[src/citd_defines.vh]
// constants for the instruction length and cycle-timing decoder
`ifndef CITD_DEFINES_VH
`define CITD_DEFINES_VH
// encoded instruction lengths in bytes
`define CITD_LEN_1 2'h1
`define CITD_LEN_2 2'h2
`define CITD_LEN_3 2'h3
// execution times in system clock cycles
`define CITD_CYC_1 4'h1
`define CITD_CYC_2 4'h2
`define CITD_CYC_3 4'h3
`define CITD_CYC_4 4'h4
`define CITD_CYC_8 4'h8
// instruction kinds
`define CITD_K_ARITH 4'h0
`define CITD_K_INCDEC 4'h1
`define CITD_K_DPINC 4'h2
`define CITD_K_MUL 4'h3
`define CITD_K_DIV 4'h4
`define CITD_K_LOGIC 4'h5
`define CITD_K_ACCU 4'h6
`define CITD_K_MOV 4'h7
`define CITD_K_CODE 4'h8
`define CITD_K_XMOVE 4'h9
`define CITD_K_STACK 4'hA
`define CITD_K_ACC_EXCH 4'hB
`define CITD_K_NIBX 4'hC
`define CITD_K_NONE 4'hF
// direct address space split
`define CITD_SFR_BASE 8'h80
// external-data move targets, one-hot
`define CITD_TGT_NONE 3'h0
`define CITD_TGT_RAM 3'h1
`define CITD_TGT_EMIF 3'h2
`define CITD_TGT_FLASH 3'h4
// exchange masks
`define CITD_MASK_LOW 8'h0F
`define CITD_MASK_FULL 8'hFF
// on-chip external-data ram size in bytes
`define CITD_EXT_RAM_BYTES 17'h01000
`endif

[src/citd_unused_guard.v]
// spare file: holds no logic

[src/citd_cnt.v]
// down counter for the cycles of one instruction
`timescale 1ns/1ps
module citd_cnt #(
   parameter W = 4
) (
   input wire mclk,            // system clock
   input wire sys_rst,         // synchronous reset
   input wire load,            // load a new count
   input wire [W-1:0] load_val, // count to load
   input wire dec,             // count down one
   output reg [W-1:0] cnt_ff,  // cycles left
   output wire last            // one cycle left
);
   reg [W-1:0] nxt_cnt;

   assign last = (cnt_ff == {{(W-1){1'b0}}, 1'b1});

   always @* begin
      nxt_cnt = cnt_ff;
      if (load) begin
         nxt_cnt = load_val;
      end else if (dec && (cnt_ff != {W{1'b0}})) begin
         nxt_cnt = cnt_ff - {{(W-1){1'b0}}, 1'b1};
      end
   end

   always @(posedge mclk) begin
      if (sys_rst) begin
         cnt_ff <= {W{1'b0}};
      end else begin
         cnt_ff <= nxt_cnt;
      end
   end
endmodule // citd_cnt

[src/citd_decoder.v]
// instruction length, cycle timing and operand decode for the core
`timescale 1ns/1ps
`include "citd_defines.vh"
// Contract
// - external move reaches ram, off-chip, flash
// - external interface carries off-chip external moves
// - arithmetic register form: one byte, 1 cycle
// - arithmetic direct/immediate: two bytes, 2 cycles
// - arithmetic indirect: one byte, 2 cycles
// - increment/decrement timing by operand form
// - data pointer increment: one byte, 1 cycle
// - multiply: one byte, 4 cycles
// - divide: one byte, 8 cycles
// - logic into accumulator: 1 or 2 cycles
// - logic into direct byte: 2 or 3
// - accumulator-only operations: one byte, 1 cycle
// - register/accumulator loads: 1 or 2 cycles
// - moves into direct byte: 2 or 3
// - indirect ram moves take 2 cycles
// - wide immediate pointer load: three bytes, 3
// - code byte reads: one byte, 3 cycles
// - external moves: one byte, 3, 8/16-bit address
// - push and pop: two bytes, 2 cycles
// - accumulator exchange timing by operand form
// - low nibble exchange: bits 3:0, 2 cycles
// - working register picks one of eight in bank
// - indirect address from register zero or one
// - direct below 0x80 ram, above special registers
module citd_decoder #(
   parameter EMIF_PRESENT = 1,
   parameter [16:0] EXT_RAM_BYTES = `CITD_EXT_RAM_BYTES
) (
   input wire mclk,              // system clock
   input wire sys_rst,           // synchronous reset, active high
   input wire op_valid,          // opcode offered
   input wire [7:0] opcode,      // first instruction byte
   output wire op_ready,         // opcode taken this cycle when valid
   input wire [1:0] bank_sel,    // selected register bank
   input wire [7:0] r0_value,    // working register zero contents
   input wire [7:0] r1_value,    // working register one contents
   input wire [7:0] xpage,       // high address byte for 8-bit external moves
   input wire [15:0] data_pointer, // data pointer contents
   input wire flash_access_en,   // external moves address program flash
   input wire [7:0] direct_addr, // direct address byte of the instruction
   output wire busy,             // instruction executing
   output wire op_done,          // last cycle of the instruction
   output reg [1:0] op_bytes_ff,  // instruction length in bytes
   output reg [3:0] op_cycles_ff, // instruction time in cycles
   output reg [3:0] op_kind_ff,   // instruction kind
   output reg op_legal_ff,        // opcode is in the decoded set
   output reg use_work_reg_ff,    // working register operand
   output reg [4:0] work_reg_addr_ff, // ram address of working register
   output reg use_indirect_ff,    // indirect ram operand
   output reg [7:0] indirect_addr_ff, // ram address of indirect operand
   output reg use_direct_ff,      // direct address operand
   output reg direct_sfr_ff,      // direct address hits special registers
   output reg xmove_ff,           // external-data move
   output reg xmove_write_ff,     // external move writes memory
   output reg xmove_wide_ff,      // 16-bit address form
   output reg [15:0] xaddr_ff,    // external move address
   output reg [2:0] xtarget_ff,   // external move target, one-hot
   output reg emif_req_ff,        // one-cycle request to external interface
   output reg [7:0] xchg_mask_ff  // accumulator bits swapped by exchange
);
   // ************************************************************
   // states
   // ************************************************************
   localparam [1:0] ST_IDLE = 2'b01;
   localparam [1:0] ST_EXEC = 2'b10;

   reg [1:0] state_ff;
   reg [1:0] nxt_state;
   reg [5:0] d_bc;
   reg [3:0] d_kind;
   reg d_legal, d_wreg, d_ri, d_dir, d_xwr, d_xwide, d_nib;
   wire [3:0] hi;
   wire [3:0] lo;
   wire ri_form, col_imm_dir, take, cnt_last;
   wire [7:0] ri_val;
   wire [15:0] x_addr;
   wire [2:0] x_tgt;

   assign hi = opcode[7:4];
   assign lo = opcode[3:0];
   assign ri_form = (opcode[3:1] == 3'h3);
   assign col_imm_dir = (lo == 4'h4) || (lo == 4'h5);

   // ************************************************************
   // opcode table
   // ************************************************************
   always @* begin
      d_bc = {`CITD_LEN_1, `CITD_CYC_1};
      d_kind = `CITD_K_NONE;
      d_legal = 1'b1;
      d_wreg = opcode[3];
      d_ri = ri_form;
      d_dir = 1'b0;
      d_xwr = 1'b0;
      d_xwide = 1'b0;
      d_nib = 1'b0;
      if (((hi == 4'h2) || (hi == 4'h3) || (hi == 4'h9)) && (lo >= 4'h4)) begin
         d_kind = `CITD_K_ARITH;
         d_dir = (lo == 4'h5);
         if (col_imm_dir) begin
            d_bc = {`CITD_LEN_2, `CITD_CYC_2};
         end else if (ri_form) begin
            d_bc = {`CITD_LEN_1, `CITD_CYC_2};
         end else begin
            d_bc = {`CITD_LEN_1, `CITD_CYC_1};
         end
      end else if ((hi >= 4'h4) && (hi <= 4'h6) && (lo >= 4'h2)) begin
         d_kind = `CITD_K_LOGIC;
         d_dir = (lo == 4'h2) || (lo == 4'h3) || (lo == 4'h5);
         if (lo == 4'h2) begin
            d_bc = {`CITD_LEN_2, `CITD_CYC_2};
         end else if (lo == 4'h3) begin
            d_bc = {`CITD_LEN_3, `CITD_CYC_3};
         end else if (col_imm_dir) begin
            d_bc = {`CITD_LEN_2, `CITD_CYC_2};
         end else if (ri_form) begin
            d_bc = {`CITD_LEN_1, `CITD_CYC_2};
         end else begin
            d_bc = {`CITD_LEN_1, `CITD_CYC_1};
         end
      end else if ((hi <= 4'h1) && (lo >= 4'h4)) begin
         d_kind = `CITD_K_INCDEC;
         d_dir = (lo == 4'h5);
         if (lo == 4'h5) begin
            d_bc = {`CITD_LEN_2, `CITD_CYC_2};
         end else if (ri_form) begin
            d_bc = {`CITD_LEN_1, `CITD_CYC_2};
         end else begin
            d_bc = {`CITD_LEN_1, `CITD_CYC_1};
         end
      end else begin
         casez (opcode)
            8'hA3: begin
               d_kind = `CITD_K_DPINC;
               d_bc = {`CITD_LEN_1, `CITD_CYC_1};
            end
            8'hA4: begin
               d_kind = `CITD_K_MUL;
               d_bc = {`CITD_LEN_1, `CITD_CYC_4};
            end
            8'h84: begin
               d_kind = `CITD_K_DIV;
               d_bc = {`CITD_LEN_1, `CITD_CYC_8};
            end
            8'hD4, 8'hE4, 8'hF4, 8'h03, 8'h13, 8'h23, 8'h33, 8'hC4: begin
               d_kind = `CITD_K_ACCU;
               d_bc = {`CITD_LEN_1, `CITD_CYC_1};
            end
            8'b1110_1???, 8'b1111_1???: begin
               d_kind = `CITD_K_MOV;
               d_bc = {`CITD_LEN_1, `CITD_CYC_1};
            end
            8'hE5, 8'h74, 8'b0111_1???: begin
               d_kind = `CITD_K_MOV;
               d_dir = (opcode == 8'hE5);
               d_bc = {`CITD_LEN_2, `CITD_CYC_2};
            end
            8'b1010_1???, 8'hF5, 8'b1000_1???, 8'b1000_011?: begin
               d_kind = `CITD_K_MOV;
               d_dir = 1'b1;
               d_bc = {`CITD_LEN_2, `CITD_CYC_2};
            end
            8'h85, 8'h75, 8'h90: begin
               d_kind = `CITD_K_MOV;
               d_dir = (opcode != 8'h90);
               d_bc = {`CITD_LEN_3, `CITD_CYC_3};
            end
            8'b1110_011?, 8'b1111_011?: begin
               d_kind = `CITD_K_MOV;
               d_bc = {`CITD_LEN_1, `CITD_CYC_2};
            end
            8'b1010_011?, 8'b0111_011?: begin
               d_kind = `CITD_K_MOV;
               d_dir = opcode[7];
               d_bc = {`CITD_LEN_2, `CITD_CYC_2};
            end
            8'h93, 8'h83: begin
               d_kind = `CITD_K_CODE;
               d_bc = {`CITD_LEN_1, `CITD_CYC_3};
            end
            8'b1110_001?, 8'b1111_001?, 8'hE0, 8'hF0: begin
               d_kind = `CITD_K_XMOVE;
               d_ri = (opcode[3:1] == 3'h1);
               d_xwr = opcode[4];
               d_xwide = (opcode[3:0] == 4'h0);
               d_bc = {`CITD_LEN_1, `CITD_CYC_3};
            end
            8'hC0, 8'hD0: begin
               d_kind = `CITD_K_STACK;
               d_dir = 1'b1;
               d_bc = {`CITD_LEN_2, `CITD_CYC_2};
            end
            8'b1100_1???: begin
               d_kind = `CITD_K_ACC_EXCH;
               d_bc = {`CITD_LEN_1, `CITD_CYC_1};
            end
            8'hC5: begin
               d_kind = `CITD_K_ACC_EXCH;
               d_dir = 1'b1;
               d_bc = {`CITD_LEN_2, `CITD_CYC_2};
            end
            8'b1100_011?: begin
               d_kind = `CITD_K_ACC_EXCH;
               d_bc = {`CITD_LEN_1, `CITD_CYC_2};
            end
            8'b1101_011?: begin
               d_kind = `CITD_K_NIBX;
               d_nib = 1'b1;
               d_bc = {`CITD_LEN_1, `CITD_CYC_2};
            end
            default: begin
               d_legal = 1'b0;
               d_wreg = 1'b0;
               d_ri = 1'b0;
            end
         endcase
      end
   end

   // ************************************************************
   // execution sequencing
   // ************************************************************
   assign busy = (state_ff == ST_EXEC);
   assign op_done = busy && cnt_last;
   assign op_ready = !busy || op_done;
   assign take = op_valid && op_ready;

   citd_cnt #(
      .W(4)
   ) u_cnt (
      .mclk(mclk),
      .sys_rst(sys_rst),
      .load(take),
      .load_val(d_bc[3:0]),
      .dec(busy),
      .cnt_ff(),
      .last(cnt_last)
   );

   always @* begin
      nxt_state = state_ff;
      case (state_ff)
         ST_IDLE: begin
            if (take) begin
               nxt_state = ST_EXEC;
            end
         end
         ST_EXEC: begin
            if (cnt_last && !take) begin
               nxt_state = ST_IDLE;
            end
         end
         default: begin
            nxt_state = ST_IDLE;
         end
      endcase
   end

   // ************************************************************
   // external-data move target
   // ************************************************************
   assign ri_val = opcode[0] ? r1_value : r0_value;

   citd_xtgt #(
      .EMIF_PRESENT(EMIF_PRESENT),
      .EXT_RAM_BYTES(EXT_RAM_BYTES)
   ) u_xtgt (
      .wide(d_xwide),
      .ri_val(ri_val),
      .xpage(xpage),
      .data_pointer(data_pointer),
      .flash_access_en(flash_access_en),
      .xaddr(x_addr),
      .target(x_tgt)
   );

   // ************************************************************
   // decoded outputs
   // ************************************************************
   always @(posedge mclk) begin
      if (sys_rst) begin
         state_ff <= ST_IDLE;
         op_bytes_ff <= 2'h0;
         op_cycles_ff <= 4'h0;
         op_kind_ff <= `CITD_K_NONE;
         op_legal_ff <= 1'b0;
         use_work_reg_ff <= 1'b0;
         work_reg_addr_ff <= 5'h00;
         use_indirect_ff <= 1'b0;
         indirect_addr_ff <= 8'h00;
         use_direct_ff <= 1'b0;
         direct_sfr_ff <= 1'b0;
         xmove_ff <= 1'b0;
         xmove_write_ff <= 1'b0;
         xmove_wide_ff <= 1'b0;
         xaddr_ff <= 16'h0000;
         xtarget_ff <= `CITD_TGT_NONE;
         emif_req_ff <= 1'b0;
         xchg_mask_ff <= `CITD_MASK_FULL;
      end else begin
         state_ff <= nxt_state;
         direct_sfr_ff <= (direct_addr >= `CITD_SFR_BASE);
         emif_req_ff <= take && (d_kind == `CITD_K_XMOVE) &&
                        (x_tgt == `CITD_TGT_EMIF);
         if (take) begin
            op_bytes_ff <= d_bc[5:4];
            op_cycles_ff <= d_bc[3:0];
            op_kind_ff <= d_kind;
            op_legal_ff <= d_legal;
            use_work_reg_ff <= d_wreg;
            work_reg_addr_ff <= {bank_sel, opcode[2:0]};
            use_indirect_ff <= d_ri && (d_kind != `CITD_K_XMOVE);
            indirect_addr_ff <= ri_val;
            use_direct_ff <= d_dir;
            xmove_ff <= (d_kind == `CITD_K_XMOVE);
            xmove_write_ff <= d_xwr;
            xmove_wide_ff <= d_xwide;
            if (d_kind == `CITD_K_XMOVE) begin
               xaddr_ff <= x_addr;
               xtarget_ff <= x_tgt;
            end else begin
               xaddr_ff <= 16'h0000;
               xtarget_ff <= `CITD_TGT_NONE;
            end
            xchg_mask_ff <= d_nib ? `CITD_MASK_LOW : `CITD_MASK_FULL;
         end
      end
   end
endmodule // citd_decoder

[src/citd_xtgt.v]
// address and target selection for the external-data move
`timescale 1ns/1ps
`include "citd_defines.vh"
module citd_xtgt #(
   parameter EMIF_PRESENT = 1,
   parameter [16:0] EXT_RAM_BYTES = `CITD_EXT_RAM_BYTES
) (
   input wire wide,            // data pointer form
   input wire [7:0] ri_val,    // low address from the indirect register
   input wire [7:0] xpage,     // high address for the 8-bit form
   input wire [15:0] data_pointer, // data pointer value
   input wire flash_access_en, // moves go to program flash
   output wire [15:0] xaddr,   // resolved address
   output reg [2:0] target     // one-hot target
);
   assign xaddr = wide ? data_pointer : {xpage, ri_val};

   always @* begin
      if (flash_access_en) begin
         target = `CITD_TGT_FLASH;
      end else if ({1'b0, xaddr} < EXT_RAM_BYTES) begin
         target = `CITD_TGT_RAM;
      end else if (EMIF_PRESENT != 0) begin
         target = `CITD_TGT_EMIF;
      end else begin
         target = `CITD_TGT_RAM; // no interface: on-chip ram aliases
      end
   end
endmodule // citd_xtgt

[config.mk]
export PLATFORM = sky130hd
export DESIGN_NAME = citd_decoder
export DESIGN_NICKNAME = d
export VERILOG_FILES = /design/src/citd_unused_guard.v /design/src/citd_cnt.v /design/src/citd_decoder.v /design/src/citd_xtgt.v
export VERILOG_INCLUDE_DIRS = /design/src
export SDC_FILE = /design/constraint.sdc
export NUM_CORES = 1
export LEC_CHECK = 0
export CAP_MARGIN = 10
export CORE_MARGIN = 2
export CORE_UTILIZATION = 35
export DETAILED_ROUTE_END_ITERATION = 10
export DONT_BUFFER_PORTS = 1
export SETUP_SLACK_MARGIN = 0.5
export SYNTH_ARGS = -nofsm -noshare
export SYNTH_HDL_FRONTEND = slang
export SYNTH_SLANG_ARGS = --single-unit
[constraint.sdc]
create_clock -name mclk -period 2.4 [get_ports mclk]
set_clock_uncertainty 0.2 [all_clocks]
set_input_delay 0.12 -clock mclk [delete_from_list [all_inputs] [get_ports mclk]]
set_output_delay 0.12 -clock mclk [all_outputs]
set_load 0.01 [all_outputs]
==> impl_metrics.csv <==
group,metric,value,unit
setup_path,path_class,"register to register",
yosys,seq_area_frac_synth,35.3,%
pwr,p_per_area,501,mW/mm^2
timing,post-route-period-util,97.4,%
pwr,ir_drop,235,uV
detailed_routing,initialDrtViolationCount,243,
die,dieHeight,101,um
timing,rsz0062_at_grt,"true",
clock_tree,clockRootBuffer,"clkbuf_8",
placed_design,place_area,0.00343,sq mm
setup_path,crit_fanout,5,
setup_path,arrival,2.41,ns
setup_path,endpoint_kind,"register",
layout,n_fill_cell,789,
pwr,power.total,2.59,mW
clock_tree,clock_latency,0.34,ns
layout,fin_nets,600,
layout,fin_area,0.00517,sq mm
die,start_util,35.8,%
setup_path,r2r_end,"op_cycles_ff[1]",
yosys,synth_cell_type_count,53,
clock_tree,numClockSinks,58,
layout,antenna_cells,0,
placed_design,place.detailed.hpwl,7620,um
layout,final_common_cell,"nor2_1",
clock_tree,path_clk_slew,0.07,ns
pwr,intPower,1.84,mW
layout,regArea,0.00116,sq mm
detailed_routing,drt_wl_total,13500,um
run_status,status,"complete, no violations",
die,pin_count,124,
yosys,synth_top_area_share,35.3,%
yosys,synth_ff_type,"dfxtp_1",
detailed_routing,vias_per_cell,5.89,
placed_design,dpl_worst_slack,0.0547,ns
layout,layout_common_cells,"nor2_1, dfxtp_1, dlygate4sd3_1, buf_4, nand2_1",
setup_path,crit_chain,"inv_2, ha_4, or3b_4, a21boi_4, buf_6, buf_8, buf_12, o21ai_4, nor2_1, o311ai_1, buf_4, o21ai_1",
layout,utilization,56.3,%
grt,grt_pass1_wl,19600,um
clock_tree,cts_buffers,9,
yosys,synth_area_leaders,"dfxtp_1, nor2_1, a21oi_1, a211oi_1, mux2i_1",
placed_design,finalWeightedCongestion,0.978,
setup_path,cp-endpoint,"op_cycles_ff[1]",
yosys,synth.avg_cell_area,7.55,sq um
grt,grt_antenna_before_repair,0,
placed_design,io_buffer_count,0,
pwr,pwr-share-seq,41.1,%
clock_tree,htree_levels,3,
pwr,net-switching-power,754,uW
yosys,yosys_warnings,0,
pwr,p_leak,2.02,nW
setup_path,crit_path_start,"u_cnt.cnt_ff[1]",
clock_tree,cts_buffer_depth,2,
hold_path,hp-class,"input port to register",
timing,slew_violations,0,
grt,overflow,0,
yosys,synth-async-reset-ratio,0,%
timing,final.setup.worst_slack,0.0624,ns
detailed_routing,ant_nets,0,
timing,finalSetupTns,0,ns
layout,drive_gt1_share,31.9,%
detailed_routing,drt_pre_antenna_iters,4,
timing,max_slew_margin,55.2,%
grt,grtUsageTotal,24.7,%
detailed_routing,drc,0,
die,dieArea,0.0102,sq mm
clock_tree,cts_tree,"done",
die,die_x,101,um
yosys,synth-edff-count,0,
timing,fmax,0.428,GHz
setup_path,reg2reg_setup_slack,0.06,ns
pwr,p_sw_share,29.1,%
layout,multiInputGateArea,0.00236,sq mm
pwr,p_clk_share,35.0,%
yosys,ys_ff_latch,58,
grt,grt_max_degree,63,
detailed_routing,route.vias.total,3837,
timing,period_needed,2.34,ns
setup_path,r2r-start,"u_cnt.cnt_ff[1]",
setup_path,cp.required,2.47,ns
yosys,syn-instance-count,436,
yosys,yosysTopAreaCell,"dfxtp_1",
die,core_area,0.00920,sq mm
pwr,pwr-share-comb,23.9,%
setup_path,max_stage_delay,0.40,ns
layout,syn2layout_area_growth,57.1,%
timing,worstMarginPinSlew,0.667,ns
timing,hold_viol_final,0,
yosys,synth_area,0.00329,sq mm
setup_path,cp-start-kind,"register",
die,std_cell_rows,35,
run,cap_violations,0,
detailed_routing,wire_per_inst,20.7,um
grt,grt_pass1_vias,3750,
setup_path,cpMaxStageDelayCell,"or3b_4",
timing,report.final.setup_viol,0,
setup_path,r2r_cells,12,
-- metal layers --
metal / global-route usage, % / vias up / share of wire [%]
li1: - / 1762 / -
met1: 29.3 / 1863 / 39
met2: 40.8 / 180 / 50
met3: 8.60 / 32 / 8.7
met4: 9.77 / 0 / 2.3
met5: 0 / - / 0
-- state kept, by name, summed over array words and instances, names as in the netlist, 2 cells and up --
name and flops:
state_ff 2, xaddr_ff 16, indirect_addr_ff 8, op_cycles_ff 4
work_reg_addr_ff 5, u_cnt.cnt_ff 4, op_bytes_ff 2, op_kind_ff 4
xtarget_ff 3
-- Yosys cell counts (all sizes together) (10+ instances only) --
cell type  count
nor2          76
dfxtp         58
a21oi         45
nand2         37
a211oi        23
clkbuf        22
buf           18
mux2i         17
o21ai         16
nand2b        11
nor3          11
nand3         10
-- cells by family after synthesis --
kind of cell,count (synthesis),synth area share (%)
adder cells (fa/ha/maj),3,1.14
buffers and inverters,47,6.65
AO/OA/AOI/OAI,122,24.2
other,1,0.114
flip-flops,58,35.3
multiplexers,18,5.51
AND/OR/NAND/NOR,187,27.1
-- final cells by class --
class	count	area share, %
Multi-Input combinational cell	334	45.6
Timing Repair Buffer	125	24.9
Sequential cell	58	22.5
Clock buffer	12	2.81
Tap cell	111	2.68
Clock inverter	4	0.992
Inverter	7	0.508
-- worst max-delay path, delay by kind of cell, from the launching register on --
family | cells | cell delay (ns)
and+or+nand+nor | 2 | 0.52
adders and majority gates | 1 | 0.11
buffers and inverters | 5 | 0.63
AOI/OAI and AO/OA | 4 | 0.48
DFF | 1 | 0.34
-- power by group through the flow --
stage	logic [mW]	clock network (mW)	registers, mW
global route	0.657	0.957	1.07
floorplan	0.270	0	1.07
CTS	0.489	0.919	1.06
detailed placement	0.285	0	1.08
finish	0.621	0.907	1.06
global placement	0.281	0	1.08
-- through the flow --
step,hold slack [ns],instances
after floorplan,-0.00149,439
after global placement,-0.0124,528
after detailed placement,-0.00836,528
after CTS,0.00519,629
after global routing,0.0405,651
final,0.0357,651
-- how the worst min path moves through the flow --
stage / cells after the start / end / slack [ns] / startpoint
after floorplan: 1 / emif_req_ff / -0.001 / flash_access_en
after global placement: 1 / op_cycles_ff[3] / -0.01 / sys_rst
after detailed placement: 1 / op_cycles_ff[3] / -0.008 / sys_rst
after CTS: 4 / xchg_mask_ff[6] / 0.005 / opcode[6]
after global routing: 3 / u_cnt.cnt_ff[0] / 0.04 / opcode[7]
final: 5 / op_cycles_ff[2] / 0.04 / opcode[1]
-- what timing repair did --
item                                    4_1_cts  5_1_grt
buffers inserted                             27       18
gates resized for setup                      65       71
hold endpoints to repair                     58        1
pin swaps                                    23       35
hold buffers                                 55        1
cloned                                        3        3
endpoints found under the setup margin       55       58
Power figures use the tool's default switching activity.
